File: src/include/dhm_pkg.sv
// Package for the drive health monitor: map, fields, codes and timing.
// Assumes a 50 MHz APB clock.
`default_nettype none
package dhm_pkg;
  // Timing, each time in its own unit, then derived counts
  localparam int unsigned DHM_CLK_NS          = 20;
  localparam int unsigned DHM_TICK_MS         = 1000;
  localparam int unsigned DHM_TICK_CYCLES     = DHM_TICK_MS * 1000000 / DHM_CLK_NS;
  localparam int unsigned DHM_STALL_ONLINE_MS = 220;
  localparam int unsigned DHM_STALL_FULL_MS   = 455;
  localparam int unsigned DHM_STALL_ONLINE_CY = DHM_STALL_ONLINE_MS * 1000000 / DHM_CLK_NS;
  localparam int unsigned DHM_STALL_FULL_CY   = DHM_STALL_FULL_MS * 1000000 / DHM_CLK_NS;
  localparam int unsigned DHM_SCHED_HOURS     = 2;
  localparam int unsigned DHM_TEMP_MINUTES    = 10;
  localparam logic [12:0] DHM_SCHED_TICKS     = 13'(DHM_SCHED_HOURS * 3600);
  localparam logic [12:0] DHM_TEMP_TICKS      = 13'(DHM_TEMP_MINUTES * 60);
  // Register byte offsets
  localparam logic [7:0] DHM_A_CTRL   = 8'h00;
  localparam logic [7:0] DHM_A_CMD    = 8'h04;
  localparam logic [7:0] DHM_A_IOPS   = 8'h08;
  localparam logic [7:0] DHM_A_FTHR   = 8'h0C;
  localparam logic [7:0] DHM_A_PTHR   = 8'h10;
  localparam logic [7:0] DHM_A_REFT   = 8'h14;
  localparam logic [7:0] DHM_A_SENSE  = 8'h18;
  localparam logic [7:0] DHM_A_STAT   = 8'h1C;
  localparam logic [7:0] DHM_A_LOGSEL = 8'h20;
  localparam logic [7:0] DHM_A_LOGDAT = 8'h24;
  // Command bits
  localparam int DHM_CMD_REZERO = 0;
  localparam int DHM_CMD_CLEAR  = 1;
  // Reset values
  localparam logic [7:0]  DHM_CTRL_RST = 8'h44;
  localparam logic [15:0] DHM_IOPS_RST = 16'h0400;
  localparam logic [15:0] DHM_FTHR_RST = 16'h0010;
  localparam logic [7:0]  DHM_PTHR_RST = 8'h08;
  localparam logic [7:0]  DHM_TEMP_FIXED_C = 8'h41;
  // Log pages and sense codes
  localparam logic [7:0] DHM_LOG_TIME = 8'h3E;
  localparam logic [7:0] DHM_LOG_TEMP = 8'h0D;
  localparam logic [7:0] DHM_KEY_RECOV = 8'h01;
  localparam logic [7:0] DHM_ASC_PRED  = 8'h5D;
  localparam logic [7:0] DHM_ASC_TEMP  = 8'h0B;
  localparam logic [7:0] DHM_ASCQ_TEMP = 8'h01;
  localparam logic [7:0] DHM_ASC_ROUND = 8'h37;
  localparam logic [7:0] DHM_ASCQ_ZERO = 8'h00;

  typedef struct packed {
    logic [3:0] report_method_field;
    logic       spare;
    logic       enable_temp_warning_bit;
    logic       online_only_bit;
    logic       disable_exception_bit;
  } dhm_ctrl_s;

  typedef struct packed {
    logic [7:0] fru;
    logic [7:0] key;
    logic [7:0] asc;
    logic [7:0] ascq;
  } dhm_sense_s;

  typedef enum logic [1:0] {
    DHM_P_IDLE = 2'b00,
    DHM_P_WAIT = 2'b01,
    DHM_P_RUN  = 2'b10
  } dhm_pass_e;
endpackage
`default_nettype wire

File: src/dhm_drive_health_monitor.sv
// Drive health monitor: error-rate tracking, measurement schedule,
// thermal trip points and sense reporting behind an APB slave.
// Assumes op/error strobes, idle and measurement handshakes are on pclk.
// Functional notes
// exception-disable bit stops all predictive monitoring
// online-only bit skips offline measurement work
// gather online data with normal operations
// forced pass measures, saves, restarts two-hour timer
// log page 3E returns time to next pass
// pass every two hours, waits idle, uninterruptible
// stall bounded 220ms online-only, 455ms full
// predictive failure reported as 01-5Dxx per method
// reported code survives resets and power cycles; the 01-3700 rounding code is not saved
// interval counter ends interval at operation count
// failure counter records errors within interval
// errors above threshold mean unacceptable interval
// both counters clear after every verdict
// history counter up on bad, down on good
// history reaching threshold signals predictive failure
// sample temperature at power-up, then every ten minutes
// over trip limit raises warning 01-0B01
// current temperature goes into FRU field
// warning gated by enable bit, reported per method
// first trip point fixed at 65 C
// host reference trip point clamped to 65, reported
// compare both trip points at each sample
//
// The placing of the registers and the APB interface to the registers were left to the implementer.
`timescale 1ns/10ps
`default_nettype none
module dhm_drive_health_monitor #(
  parameter int unsigned NUM_ATTR     = 4,
  parameter int unsigned CW           = 16,
  parameter int unsigned HW           = 8,
  parameter int unsigned TICK_CYCLES  = dhm_pkg::DHM_TICK_CYCLES,
  parameter int unsigned STALL_ONLINE = dhm_pkg::DHM_STALL_ONLINE_CY,
  parameter int unsigned STALL_FULL   = dhm_pkg::DHM_STALL_FULL_CY
) (
  input  wire logic                 pclk,
  input  wire logic                 presetn,
  input  wire logic                 ce,
  input  wire logic                 psel,
  input  wire logic                 penable,
  input  wire logic                 pwrite,
  input  wire logic [7:0]           paddr,
  input  wire logic [31:0]          pwdata,
  output logic [31:0]               prdata,
  output logic                      pready,
  output logic                      pslverr,
  input  wire logic [NUM_ATTR-1:0]  op_strobe,
  input  wire logic [NUM_ATTR-1:0]  err_strobe,
  input  wire logic                 host_idle,
  input  wire logic                 meas_done,
  input  wire logic [7:0]           temp_c,
  input  wire dhm_pkg::dhm_sense_s  nv_sense_in,
  input  wire logic                 nv_valid_in,
  output logic                      meas_req,
  output logic                      meas_offline,
  output dhm_pkg::dhm_sense_s       nv_sense_out,
  output logic                      nv_save,
  output logic                      sense_valid,
  output logic                      stall_over
);
  import dhm_pkg::*;

  localparam int TW = $clog2(TICK_CYCLES + 1);
  localparam int SW = $clog2(STALL_FULL + 1);

  dhm_ctrl_s           ctrl;
  logic [15:0]         iops;
  logic [15:0]         fthr;
  logic [7:0]          pthr;
  logic [7:0]          ref_temp;
  logic [7:0]          log_sel;
  logic [7:0]          temp_last;
  logic                temp_warn;
  logic                clamp_flag;
  logic [CW-1:0]       intv_cnt [NUM_ATTR];
  logic [CW-1:0]       fail_cnt [NUM_ATTR];
  logic [HW-1:0]       hist_cnt [NUM_ATTR];
  logic [NUM_ATTR-1:0] pred_flag;
  logic [NUM_ATTR-1:0] pred_new;
  logic [NUM_ATTR-1:0] verdict_end;
  logic [NUM_ATTR-1:0] verdict_bad;
  logic [CW-1:0]       next_fail [NUM_ATTR];
  logic [TW-1:0]       tick_div;
  logic                tick;
  logic [12:0]         sched_secs;
  logic [12:0]         temp_secs;
  logic                temp_first;
  logic                temp_sample;
  logic                pass_pend;
  dhm_pass_e           pass_state;
  logic [SW-1:0]       stall_cnt;
  logic                stall_hit;
  logic                restore_pend;
  logic                mon_on;
  logic                report_en;
  logic                apb_wr;
  logic                apb_setup;
  logic                rezero_req;
  logic                clear_req;
  logic                ref_wr;
  logic [31:0]         next_rdata;
  logic                next_err;

  // Saturating history update, floor at zero and ceiling at all ones
  function automatic logic [HW-1:0] dhm_hist_next(input logic [HW-1:0] h, input logic bad);
    if (bad) begin
      return (h == '1) ? h : HW'(h + 1'b1);
    end
    return (h == '0) ? h : HW'(h - 1'b1);
  endfunction

  // Lowest attribute index with a flag set
  function automatic logic [7:0] dhm_first_idx(input logic [NUM_ATTR-1:0] v);
    logic [7:0] r;
    r = 8'h00;
    for (int i = NUM_ATTR - 1; i >= 0; i--) begin
      if (v[i]) begin
        r = 8'(i);
      end
    end
    return r;
  endfunction

  assign mon_on     = !ctrl.disable_exception_bit;
  assign report_en  = ctrl.report_method_field != 4'h0;
  assign apb_setup  = ce && psel && !penable;
  assign apb_wr     = ce && psel && penable && pwrite;
  assign rezero_req = apb_wr && paddr == DHM_A_CMD && pwdata[DHM_CMD_REZERO] && mon_on;
  assign clear_req  = apb_wr && paddr == DHM_A_CMD && pwdata[DHM_CMD_CLEAR];
  assign ref_wr     = apb_wr && paddr == DHM_A_REFT;
  // Zero wait states: read data is captured in the setup cycle
  assign pready     = 1'b1;

  // Interval verdicts, computed per attribute from this cycle's strobes
  always_comb begin
    for (int i = 0; i < NUM_ATTR; i++) begin
      next_fail[i]   = CW'(fail_cnt[i] + CW'(err_strobe[i]));
      verdict_end[i] = mon_on && op_strobe[i] && (CW'(intv_cnt[i] + 1'b1) >= CW'(iops));
      verdict_bad[i] = next_fail[i] > CW'(fthr);
      pred_new[i]    = mon_on && pthr != 8'h00 && HW'(pthr) <= hist_cnt[i] && !pred_flag[i];
    end
  end

  // Per-attribute interval, failure and history counters
  always_ff @(posedge pclk or negedge presetn) begin
    if (!presetn) begin
      for (int i = 0; i < NUM_ATTR; i++) begin
        intv_cnt[i] <= '0;
        fail_cnt[i] <= '0;
        hist_cnt[i] <= '0;
      end
    end else if (ce && mon_on) begin
      for (int i = 0; i < NUM_ATTR; i++) begin
        if (verdict_end[i]) begin
          intv_cnt[i] <= '0;
          fail_cnt[i] <= '0;
          hist_cnt[i] <= dhm_hist_next(hist_cnt[i], verdict_bad[i]);
        end else begin
          intv_cnt[i] <= CW'(intv_cnt[i] + CW'(op_strobe[i]));
          fail_cnt[i] <= (next_fail[i] == '0) ? fail_cnt[i] : next_fail[i];
        end
      end
    end
  end

  // Sticky predictive flags; a new crossing wins over a clear
  always_ff @(posedge pclk or negedge presetn) begin
    if (!presetn) begin
      pred_flag <= '0;
    end else if (ce) begin
      pred_flag <= (clear_req ? '0 : pred_flag) | pred_new;
    end
  end

  // One-second prescaler feeding the schedule and thermal timers
  always_ff @(posedge pclk or negedge presetn) begin
    if (!presetn) begin
      tick_div <= '0;
    end else if (ce) begin
      tick_div <= (tick_div == TW'(TICK_CYCLES - 1)) ? '0 : TW'(tick_div + 1'b1);
    end
  end
  assign tick = tick_div == TW'(TICK_CYCLES - 1);

  // Two-hour schedule; a forced pass restarts the countdown
  always_ff @(posedge pclk or negedge presetn) begin
    if (!presetn) begin
      sched_secs <= DHM_SCHED_TICKS;
      pass_pend  <= 1'b0;
    end else if (ce) begin
      if (rezero_req) begin
        sched_secs <= DHM_SCHED_TICKS;
      end else if (tick && mon_on) begin
        sched_secs <= (sched_secs <= 13'h0001) ? DHM_SCHED_TICKS : 13'(sched_secs - 1'b1);
      end
      // A new request wins over the launch that consumes the old one
      pass_pend <= (pass_pend && pass_state != DHM_P_WAIT) || rezero_req ||
                   (tick && mon_on && sched_secs <= 13'h0001);
    end
  end

  assign stall_hit = stall_cnt >= (ctrl.online_only_bit ? SW'(STALL_ONLINE) : SW'(STALL_FULL));

  // Pass sequencer: waits for idle interfaces, then cannot be cut short
  always_ff @(posedge pclk or negedge presetn) begin
    if (!presetn) begin
      pass_state   <= DHM_P_IDLE;
      stall_cnt    <= '0;
      meas_req     <= 1'b0;
      meas_offline <= 1'b0;
      stall_over   <= 1'b0;
    end else if (ce) begin
      if (clear_req) begin
        stall_over <= 1'b0;
      end
      unique case (pass_state)
        DHM_P_IDLE: begin
          if (pass_pend && mon_on) begin
            pass_state <= DHM_P_WAIT;
          end
        end
        DHM_P_WAIT: begin
          if (!mon_on) begin
            pass_state <= DHM_P_IDLE;
          end else if (host_idle) begin
            pass_state   <= DHM_P_RUN;
            stall_cnt    <= '0;
            meas_req     <= 1'b1;
            meas_offline <= !ctrl.online_only_bit;
          end
        end
        DHM_P_RUN: begin
          // Uninterruptible: only completion or the stall bound ends it
          if (meas_done || stall_hit) begin
            pass_state <= DHM_P_IDLE;
            meas_req   <= 1'b0;
            if (stall_hit && !meas_done) begin
              stall_over <= 1'b1;
            end
          end else begin
            stall_cnt <= SW'(stall_cnt + 1'b1);
          end
        end
        default: pass_state <= DHM_P_IDLE;
      endcase
    end
  end

  // Thermal sampling at power-up and every ten minutes
  always_ff @(posedge pclk or negedge presetn) begin
    if (!presetn) begin
      temp_first <= 1'b1;
      temp_secs  <= DHM_TEMP_TICKS;
      temp_last  <= 8'h00;
      temp_warn  <= 1'b0;
    end else if (ce) begin
      temp_first <= 1'b0;
      if (tick) begin
        temp_secs <= (temp_secs <= 13'h0001) ? DHM_TEMP_TICKS : 13'(temp_secs - 1'b1);
      end
      if (temp_sample) begin
        temp_last <= temp_c;
      end
      if (temp_sample && ctrl.enable_temp_warning_bit &&
          (temp_c > DHM_TEMP_FIXED_C || temp_c > ref_temp)) begin
        temp_warn <= 1'b1;
      end else if (clear_req) begin
        temp_warn <= 1'b0;
      end
    end
  end
  assign temp_sample = temp_first || (tick && temp_secs <= 13'h0001);

  // Sense reporting; restored from the nonvolatile copy after reset
  always_ff @(posedge pclk or negedge presetn) begin
    if (!presetn) begin
      restore_pend <= 1'b1;
      sense_valid  <= 1'b0;
      nv_sense_out <= '0;
      nv_save      <= 1'b0;
    end else if (ce) begin
      restore_pend <= 1'b0;
      nv_save      <= 1'b0;
      if (restore_pend) begin
        sense_valid  <= nv_valid_in;
        nv_sense_out <= nv_sense_in;
      end else if (report_en && |pred_new) begin
        sense_valid  <= 1'b1;
        nv_sense_out <= '{temp_last, DHM_KEY_RECOV, DHM_ASC_PRED, dhm_first_idx(pred_new)};
        nv_save      <= 1'b1;
      end else if (report_en && temp_sample && ctrl.enable_temp_warning_bit &&
                   (temp_c > DHM_TEMP_FIXED_C || temp_c > ref_temp)) begin
        sense_valid  <= 1'b1;
        nv_sense_out <= '{temp_c, DHM_KEY_RECOV, DHM_ASC_TEMP, DHM_ASCQ_TEMP};
        nv_save      <= 1'b1;
      end else if (ref_wr && pwdata[7:0] > DHM_TEMP_FIXED_C) begin
        sense_valid  <= 1'b1;
        nv_sense_out <= '{temp_last, DHM_KEY_RECOV, DHM_ASC_ROUND, DHM_ASCQ_ZERO};
      end else if (clear_req) begin
        sense_valid  <= 1'b0;
        nv_save      <= 1'b1;
      end
    end
  end

  // Software-written control and threshold registers
  always_ff @(posedge pclk or negedge presetn) begin
    if (!presetn) begin
      ctrl       <= DHM_CTRL_RST;
      iops       <= DHM_IOPS_RST;
      fthr       <= DHM_FTHR_RST;
      pthr       <= DHM_PTHR_RST;
      ref_temp   <= DHM_TEMP_FIXED_C;
      log_sel    <= 8'h00;
      clamp_flag <= 1'b0;
    end else if (apb_wr) begin
      unique case (paddr)
        DHM_A_CTRL:   ctrl <= pwdata[7:0];
        DHM_A_IOPS:   iops <= pwdata[15:0];
        DHM_A_FTHR:   fthr <= pwdata[15:0];
        DHM_A_PTHR:   pthr <= pwdata[7:0];
        DHM_A_LOGSEL: log_sel <= pwdata[7:0];
        DHM_A_REFT: begin
          // Values above the fixed limit are rounded down to it
          ref_temp   <= (pwdata[7:0] > DHM_TEMP_FIXED_C) ? DHM_TEMP_FIXED_C : pwdata[7:0];
          clamp_flag <= pwdata[7:0] > DHM_TEMP_FIXED_C;
        end
        default: ;
      endcase
    end
  end

  // Read mux; unmapped offsets answer zero with an error
  always_comb begin
    next_rdata = 32'h0000_0000;
    next_err   = 1'b0;
    unique case (paddr)
      DHM_A_CTRL:   next_rdata = {24'h00_0000, ctrl};
      DHM_A_CMD:    next_rdata = 32'h0000_0000;
      DHM_A_IOPS:   next_rdata = {16'h0000, iops};
      DHM_A_FTHR:   next_rdata = {16'h0000, fthr};
      DHM_A_PTHR:   next_rdata = {24'h00_0000, pthr};
      DHM_A_REFT:   next_rdata = {24'h00_0000, ref_temp};
      DHM_A_SENSE:  next_rdata = nv_sense_out;
      DHM_A_STAT:   next_rdata = {8'h00, 8'(pred_flag), 8'(pass_state), 3'b000, sense_valid,
                                  stall_over, clamp_flag, temp_warn, pass_pend};
      DHM_A_LOGSEL: next_rdata = {24'h00_0000, log_sel};
      DHM_A_LOGDAT: begin
        if (log_sel == DHM_LOG_TIME) begin
          next_rdata = {19'h0_0000, sched_secs};
        end else if (log_sel == DHM_LOG_TEMP) begin
          next_rdata = {16'h0000, ref_temp, temp_last};
        end
      end
      default: next_err = 1'b1;
    endcase
  end

  // Read data and error are registered in the setup cycle
  always_ff @(posedge pclk or negedge presetn) begin
    if (!presetn) begin
      prdata  <= 32'h0000_0000;
      pslverr <= 1'b0;
    end else if (apb_setup) begin
      prdata  <= pwrite ? 32'h0000_0000 : next_rdata;
      pslverr <= next_err;
    end
  end
endmodule
`default_nettype wire

File: config.mk
export PLATFORM = sky130hd
export DESIGN_NAME = dhm_drive_health_monitor
export DESIGN_NICKNAME = d
export VERILOG_FILES = /design/src/include/dhm_pkg.sv /design/src/dhm_drive_health_monitor.sv
export SDC_FILE = /design/constraint.sdc
export NUM_CORES = 1
export LEC_CHECK = 0
export ABC_AREA = 1
export BUFFER_PORTS_ARGS = -buffer_cell sky130_fd_sc_hd__buf_4
export CAP_MARGIN = 20
export CORE_ASPECT_RATIO = 0.7
export CORE_MARGIN = 5
export CORE_UTILIZATION = 63
export CTS_CLUSTER_SIZE = 30
export DETAILED_ROUTE_END_ITERATION = 10
export PLACE_DENSITY_LB_ADDON = 0.3
export SLEW_MARGIN = 40
export SYNTH_ARGS = -nofsm -noshare
export SYNTH_HDL_FRONTEND = slang
export SYNTH_SLANG_ARGS = --single-unit
File: constraint.sdc
create_clock -name pclk -period 4.3 [get_ports pclk]
set_clock_uncertainty 0.05 [all_clocks]
set_input_delay 0.43 -clock pclk [delete_from_list [all_inputs] [get_ports pclk]]
set_output_delay 0.43 -clock pclk [all_outputs]
set_load 0.05 [all_outputs]
Yosys cells after proc, flatten, opt, wreduce, memory -nomap -nowiden --
Cells that the tools add are included.
Operators by class: equality and inequality tests 37, muxes and demuxes 89, $add $sub $neg 24, $lt $le $gt $ge 18, bitwise logic cells 2, reductions and logical operators 96
Operator list (count):
- $pmux W32 S9 | 1
- $mux W16 | 14
- $mux W32 | 5
- $mux W8 | 20
- $add A16 B1 Y16 | 8
- $mux W25 | 4
- $add A16 B1 Y16 const B | 4
- $ge A16 B16 Y1 | 4
- $gt A16 B16 Y1 | 4
- $logic_not A16 Y1 | 4
- $mux W13 | 4
- $pmux W25 S2 | 1
- $logic_and A1 B1 Y1 | 40
- $logic_not A8 Y1 | 5
- $add A8 B1 Y8 const B | 4
- $eq A8 B5 Y1 const B | 4
- $eq A8 B8 Y1 const B | 4
- $le A8 B8 Y1 | 4
- $reduce_and A2 Y1 | 16
- $sub A8 B1 Y8 const B | 4
- $mux W1 | 31
- $add A26 B1 Y26 const B | 1
- $eq A26 B26 Y1 const B | 1
- $le A13 B1 Y1 const B | 2
- other kinds (31) | 77
Word-level totals: output and inout port bits 71, register bits 389, word-level logic and storage cells 310

Logic depth before layout (Yosys ltp) --
word-level depth 10, mapped depth 27, mapped depth without buffers 27

Worst setup path before layout --
Ideal clock, no wire load.
kind input -> register, from in err_strobe[1], to reg hist_cnt[22] in the netlist's numbering, data required time 4.167 ns, data arrival time 3.671 ns, cell stages on the path 23, slack 0.496 ns, buffers on the path 0, cells stage by stage ha_1 ha_1 nand3_2 nor2_4 nand3_2 nor2_4 xor2_2 inv_1 ha_1 nand2_1 nor3_1 nand2_1 nand2_1 nand2_1 ha_1 a21oi_1 inv_1 a31oi_1 nor2_1 o21ai_0 nand2_1 xor2_1 o21ai_0
Between the ends: longest elaborated chain between the ends 7, elaborated cells between the ends (all ways) 9
RTL lines:
- start, declared | line dhm_drive_health_monitor.sv:51 | input wire logic [NUM_ATTR-1:0] err_strobe,
- $add A16 B1 Y16 * | line dhm_drive_health_monitor.sv:140 | next_fail[i] = CW'(fail_cnt[i] + CW'(err_strobe[i]));
- $gt A16 B16 Y1 * | line dhm_drive_health_monitor.sv:142 | verdict_bad[i] = next_fail[i] > CW'(fthr);
- $mux W1 | line dhm_drive_health_monitor.sv:109 | if (bad) begin
- $mux W1 | line dhm_drive_health_monitor.sv:157 | if (verdict_end[i]) begin
- $mux W1 | line dhm_drive_health_monitor.sv:155 | end else if (ce && mon_on) begin
- $ne A3 B3 Y1 (no source line) / $ne A2 B2 Y1 (equally long branches)
- $reduce_and A4 Y1 (no source line)
- end signal, assigned by index | line dhm_drive_health_monitor.sv:160 | hist_cnt[i] <= dhm_hist_next(hist_cnt[i], verdict_bad[i]);
- end, declared | line dhm_drive_health_monitor.sv:80 | logic [HW-1:0] hist_cnt [NUM_ATTR];
Every way passes the cells marked *; elsewhere a longest branch is shown, timed or not. The select of a mux whose other input is x is not followed. A chain may end at the register's enable or synchronous reset.

Final worst setup path --
from reg fail_cnt[16] in the netlist's numbering, to reg hist_cnt[14] in the netlist's numbering
Between the ends: longest elaborated chain between the ends 7, elaborated cells between the ends (all ways) 9
RTL lines:
- start, declared | line dhm_drive_health_monitor.sv:79 | logic [CW-1:0] fail_cnt [NUM_ATTR];
- start signal, assigned by index | line dhm_drive_health_monitor.sv:163 | fail_cnt[i] <= (next_fail[i] == '0) ? fail_cnt[i] : next_fail[i];
- $add A16 B1 Y16 * | line dhm_drive_health_monitor.sv:140
- $gt A16 B16 Y1 * | line dhm_drive_health_monitor.sv:142
- $mux W1 | line dhm_drive_health_monitor.sv:109
- $mux W1 | line dhm_drive_health_monitor.sv:157
- $mux W1 | line dhm_drive_health_monitor.sv:155
- $ne A3 B3 Y1 (no source line) / $ne A2 B2 Y1 (equally long branches)
- $reduce_and A4 Y1 (no source line)
Marks and branches as above.

==> metrics <==
Yosys top cell area share 0.341; Final Hold Vio Count 0; Crit path largest cell delay approximately 0.35 ns; Cells after Synth 3722; die width around 260 um; fin nets 4202; fmax ~0.25 GHz; synth top area cells dfrtp_1, nand2_1, ha_1; CTS Sinks 389; Power Dens Cells 446 nW/um^2; area grow syn2layout 12.0%; min Tclk post-route 4.00 ns; HP Class primary input to register; commonest non-fill, non-tap cells in the layout nand2_1, inv_1, dfrtp_1, nand3_1, nor2_1; row cnt between 60 and 70; WL final 81300 um; syn_nets 4060; Worst R2R End hist_cnt[14]; Fin Hold WS 0.0564 ns; Buffers on Ports 150; worst reg2reg startpoint fail_cnt[16]; maximum root-to-sink buffer count 3; WS Path Type register to register; Mapped Area 27400 um^2; H-tree Lvls 2; Iter 0 DRT Violations 3134; R2R depth 26; Initial Util 0.642; number of flops mapped to enable cells by yosys 0; Yosys cell types 65; vias in the first global route between 20k and 25k; peak supply drop 0.000342 V; Seq/Total Area, Yosys 0.356; slowest CP cell dfrtp_1; overall routing resource usage 0.333; status complete, no violations; Antenna Nets Post-Route 0; core area 42600 um^2; post-synth top area cell dfrtp_1; largest net degree at the start of global routing 108; Leakage 16.3 nW; total power 0.0137 W; # DRC 0; Reg clk slew, reported paths roughly 0.07 ns; Design Area, Final 30700 um^2; Final Cycle Share 0.931; worst setup margin 0.299 ns; Antenna diodes 0; max-slew violation count 0; crit path from fail_cnt[16]; max-cap violations 0; dpl ws between 0.003 and 0.004 ns; CTS tree yes; Non-Filler Instances about 4.5k; Die Y around 180 um; Most used DFF post-synth dfrtp_1; synth warn 0; detailed-route wire length per cell about 18 um; fraction of layout cells with a size suffix above 1 0.100; Worst EP required 4.69 ns; post-placement cell area about 29000 um^2; grt ovf 0; antenna violations before repair 0; Critical Path End hist_cnt[14]; root buffer selected by CTS clkbuf_16; Startpoint Class register; vias post-DR 26.3k; Worst Tran Pin Value 0.854 ns; Post-synth ARST share 1.00; TritonRoute pass-1 iters 6; DIE AREA 47800 um^2; Synth Area per Inst approximately 7.4 um^2; reg2reg setup slack approximately 0.30 ns; Vias/cell 5.88; crit-path max FO 5; Post-DP HPWL 59800 um; Placer Congestion 1.02; IO Count 168; CP Data Arrival Time about 4.4 ns; final setup vio count 0; CP Capture Type register; Max-slew headroom 0.429; first-pass GRT wire length 129000 um; most frequent cell on the critical path nand2_1; number of buffers created by CTS 41; cell count after placement 4404; commonest non-fill, non-tap cell in the layout nand2_1; #FFs+latches synth 389; worst-skew pair later-pin latency 0.56 ns
state kept, by name, summed over array words and instances, names as in the netlist, 16 cells and up:
name,count
stall_cnt,25
intv_cnt,64
fail_cnt,64
nv_sense_out,32
tick_div,26
hist_cnt,32
iops,16
fthr,16
prdata,32
where the power goes:
group	leakage, nW	internal, W	total, W	switching [W]
logic	10.5	0.00201	0.00545	0.00344
registers	5.11	0.00401	0.00444	0.000434
clock network	0.685	0.00219	0.00379	0.00161
total	16.3	0.00820	0.0137	0.00548
stage by stage:
step	util	setup TNS [ns]
floorplan	-	0
CTS	0.717	0
global route	0.719	-0.0437
global placement	0.683	0
finish	0.719	0
detailed placement	0.684	0
repair_timing:
action	4_1_cts	5_1_grt
hold endpoints to repair	99	0
buffers inserted	0	0
setup endpoints to repair	0	10
hold buffers	1	0
gates resized for setup	0	16
cell families (layout without fill, tap and decap cells):
kind of cell | count (synthesis) | after routing | share of synthesized area
adder cells (fa/ha/maj) | 241 | 241 | 0.111
XOR/XNOR | 165 | 165 | 0.0531
buffers and inverters | 615 | 788 | 0.0862
flip-flops | 389 | 389 | 0.356
AO/OA/AOI/OAI | 506 | 506 | 0.106
other | 1 | 1 | 0.000137
AND/OR/NAND/NOR | 1805 | 1805 | 0.287
area by class of cell:
type | count | area, um^2
tap | 585 | 732
inverter | 529 | 1990
clock inverter | 22 | 264
clock buffer | 52 | 1140
fill | 3400 | 12000
timing repair buffer | 185 | 1460
sequential | 389 | 9750
multi-input combinational | 2718 | 15300
worst min path at each step:
stage	cells after the start	start	to
after floorplan	0	presetn	clamp_flag
after global routing	3	nv_sense_in[23]	nv_sense_out[23]
after CTS	3	nv_sense_in[23]	nv_sense_out[23]
after detailed placement	1	tick_div[25]	tick_div[25]
after global placement	1	tick_div[25]	tick_div[25]
final	3	nv_sense_in[23]	nv_sense_out[23]
critical path: cells and delay by family, from the launching register on:
family / cells / cell delay [ns]
buf+inv: 3 / 0.24
compound gates: 7 / 0.98
simple gates: 11 / 1.15
fa+ha+maj: 4 / 0.96
xor+xnor: 1 / 0.14
flops: 1 / 0.35
routing by layer:
layer,wire [um],GRT usage
met4,2600,0.0981
met5,0,0.00595
met3,8870,0.0689
met2,33700,0.491
met1,36100,0.498
Yosys cell counts (13+ instances only):
| cell | number |
|---|---|
| nand2_1 | 992 |
| inv_1 | 488 |
| dfrtp_1 | 373 |
| nand3_1 | 257 |
| nor2_1 | 251 |
| ha_1 | 237 |
| o21ai_0 | 164 |
| a21oi_1 | 142 |
| xor2_1 | 127 |
| nand4_1 | 118 |
| nor3_1 | 90 |
| o21ai_1 | 59 |
| clkbuf_1 | 54 |
| inv_2 | 37 |
| xnor2_1 | 37 |
| o22ai_1 | 27 |
| or2_2 | 27 |
| nor4_1 | 24 |
| o211ai_1 | 22 |
| dfstp_2 | 16 |
| a221oi_1 | 14 |
| buf_2 | 13 |
(Power assumes the default switching activity.)
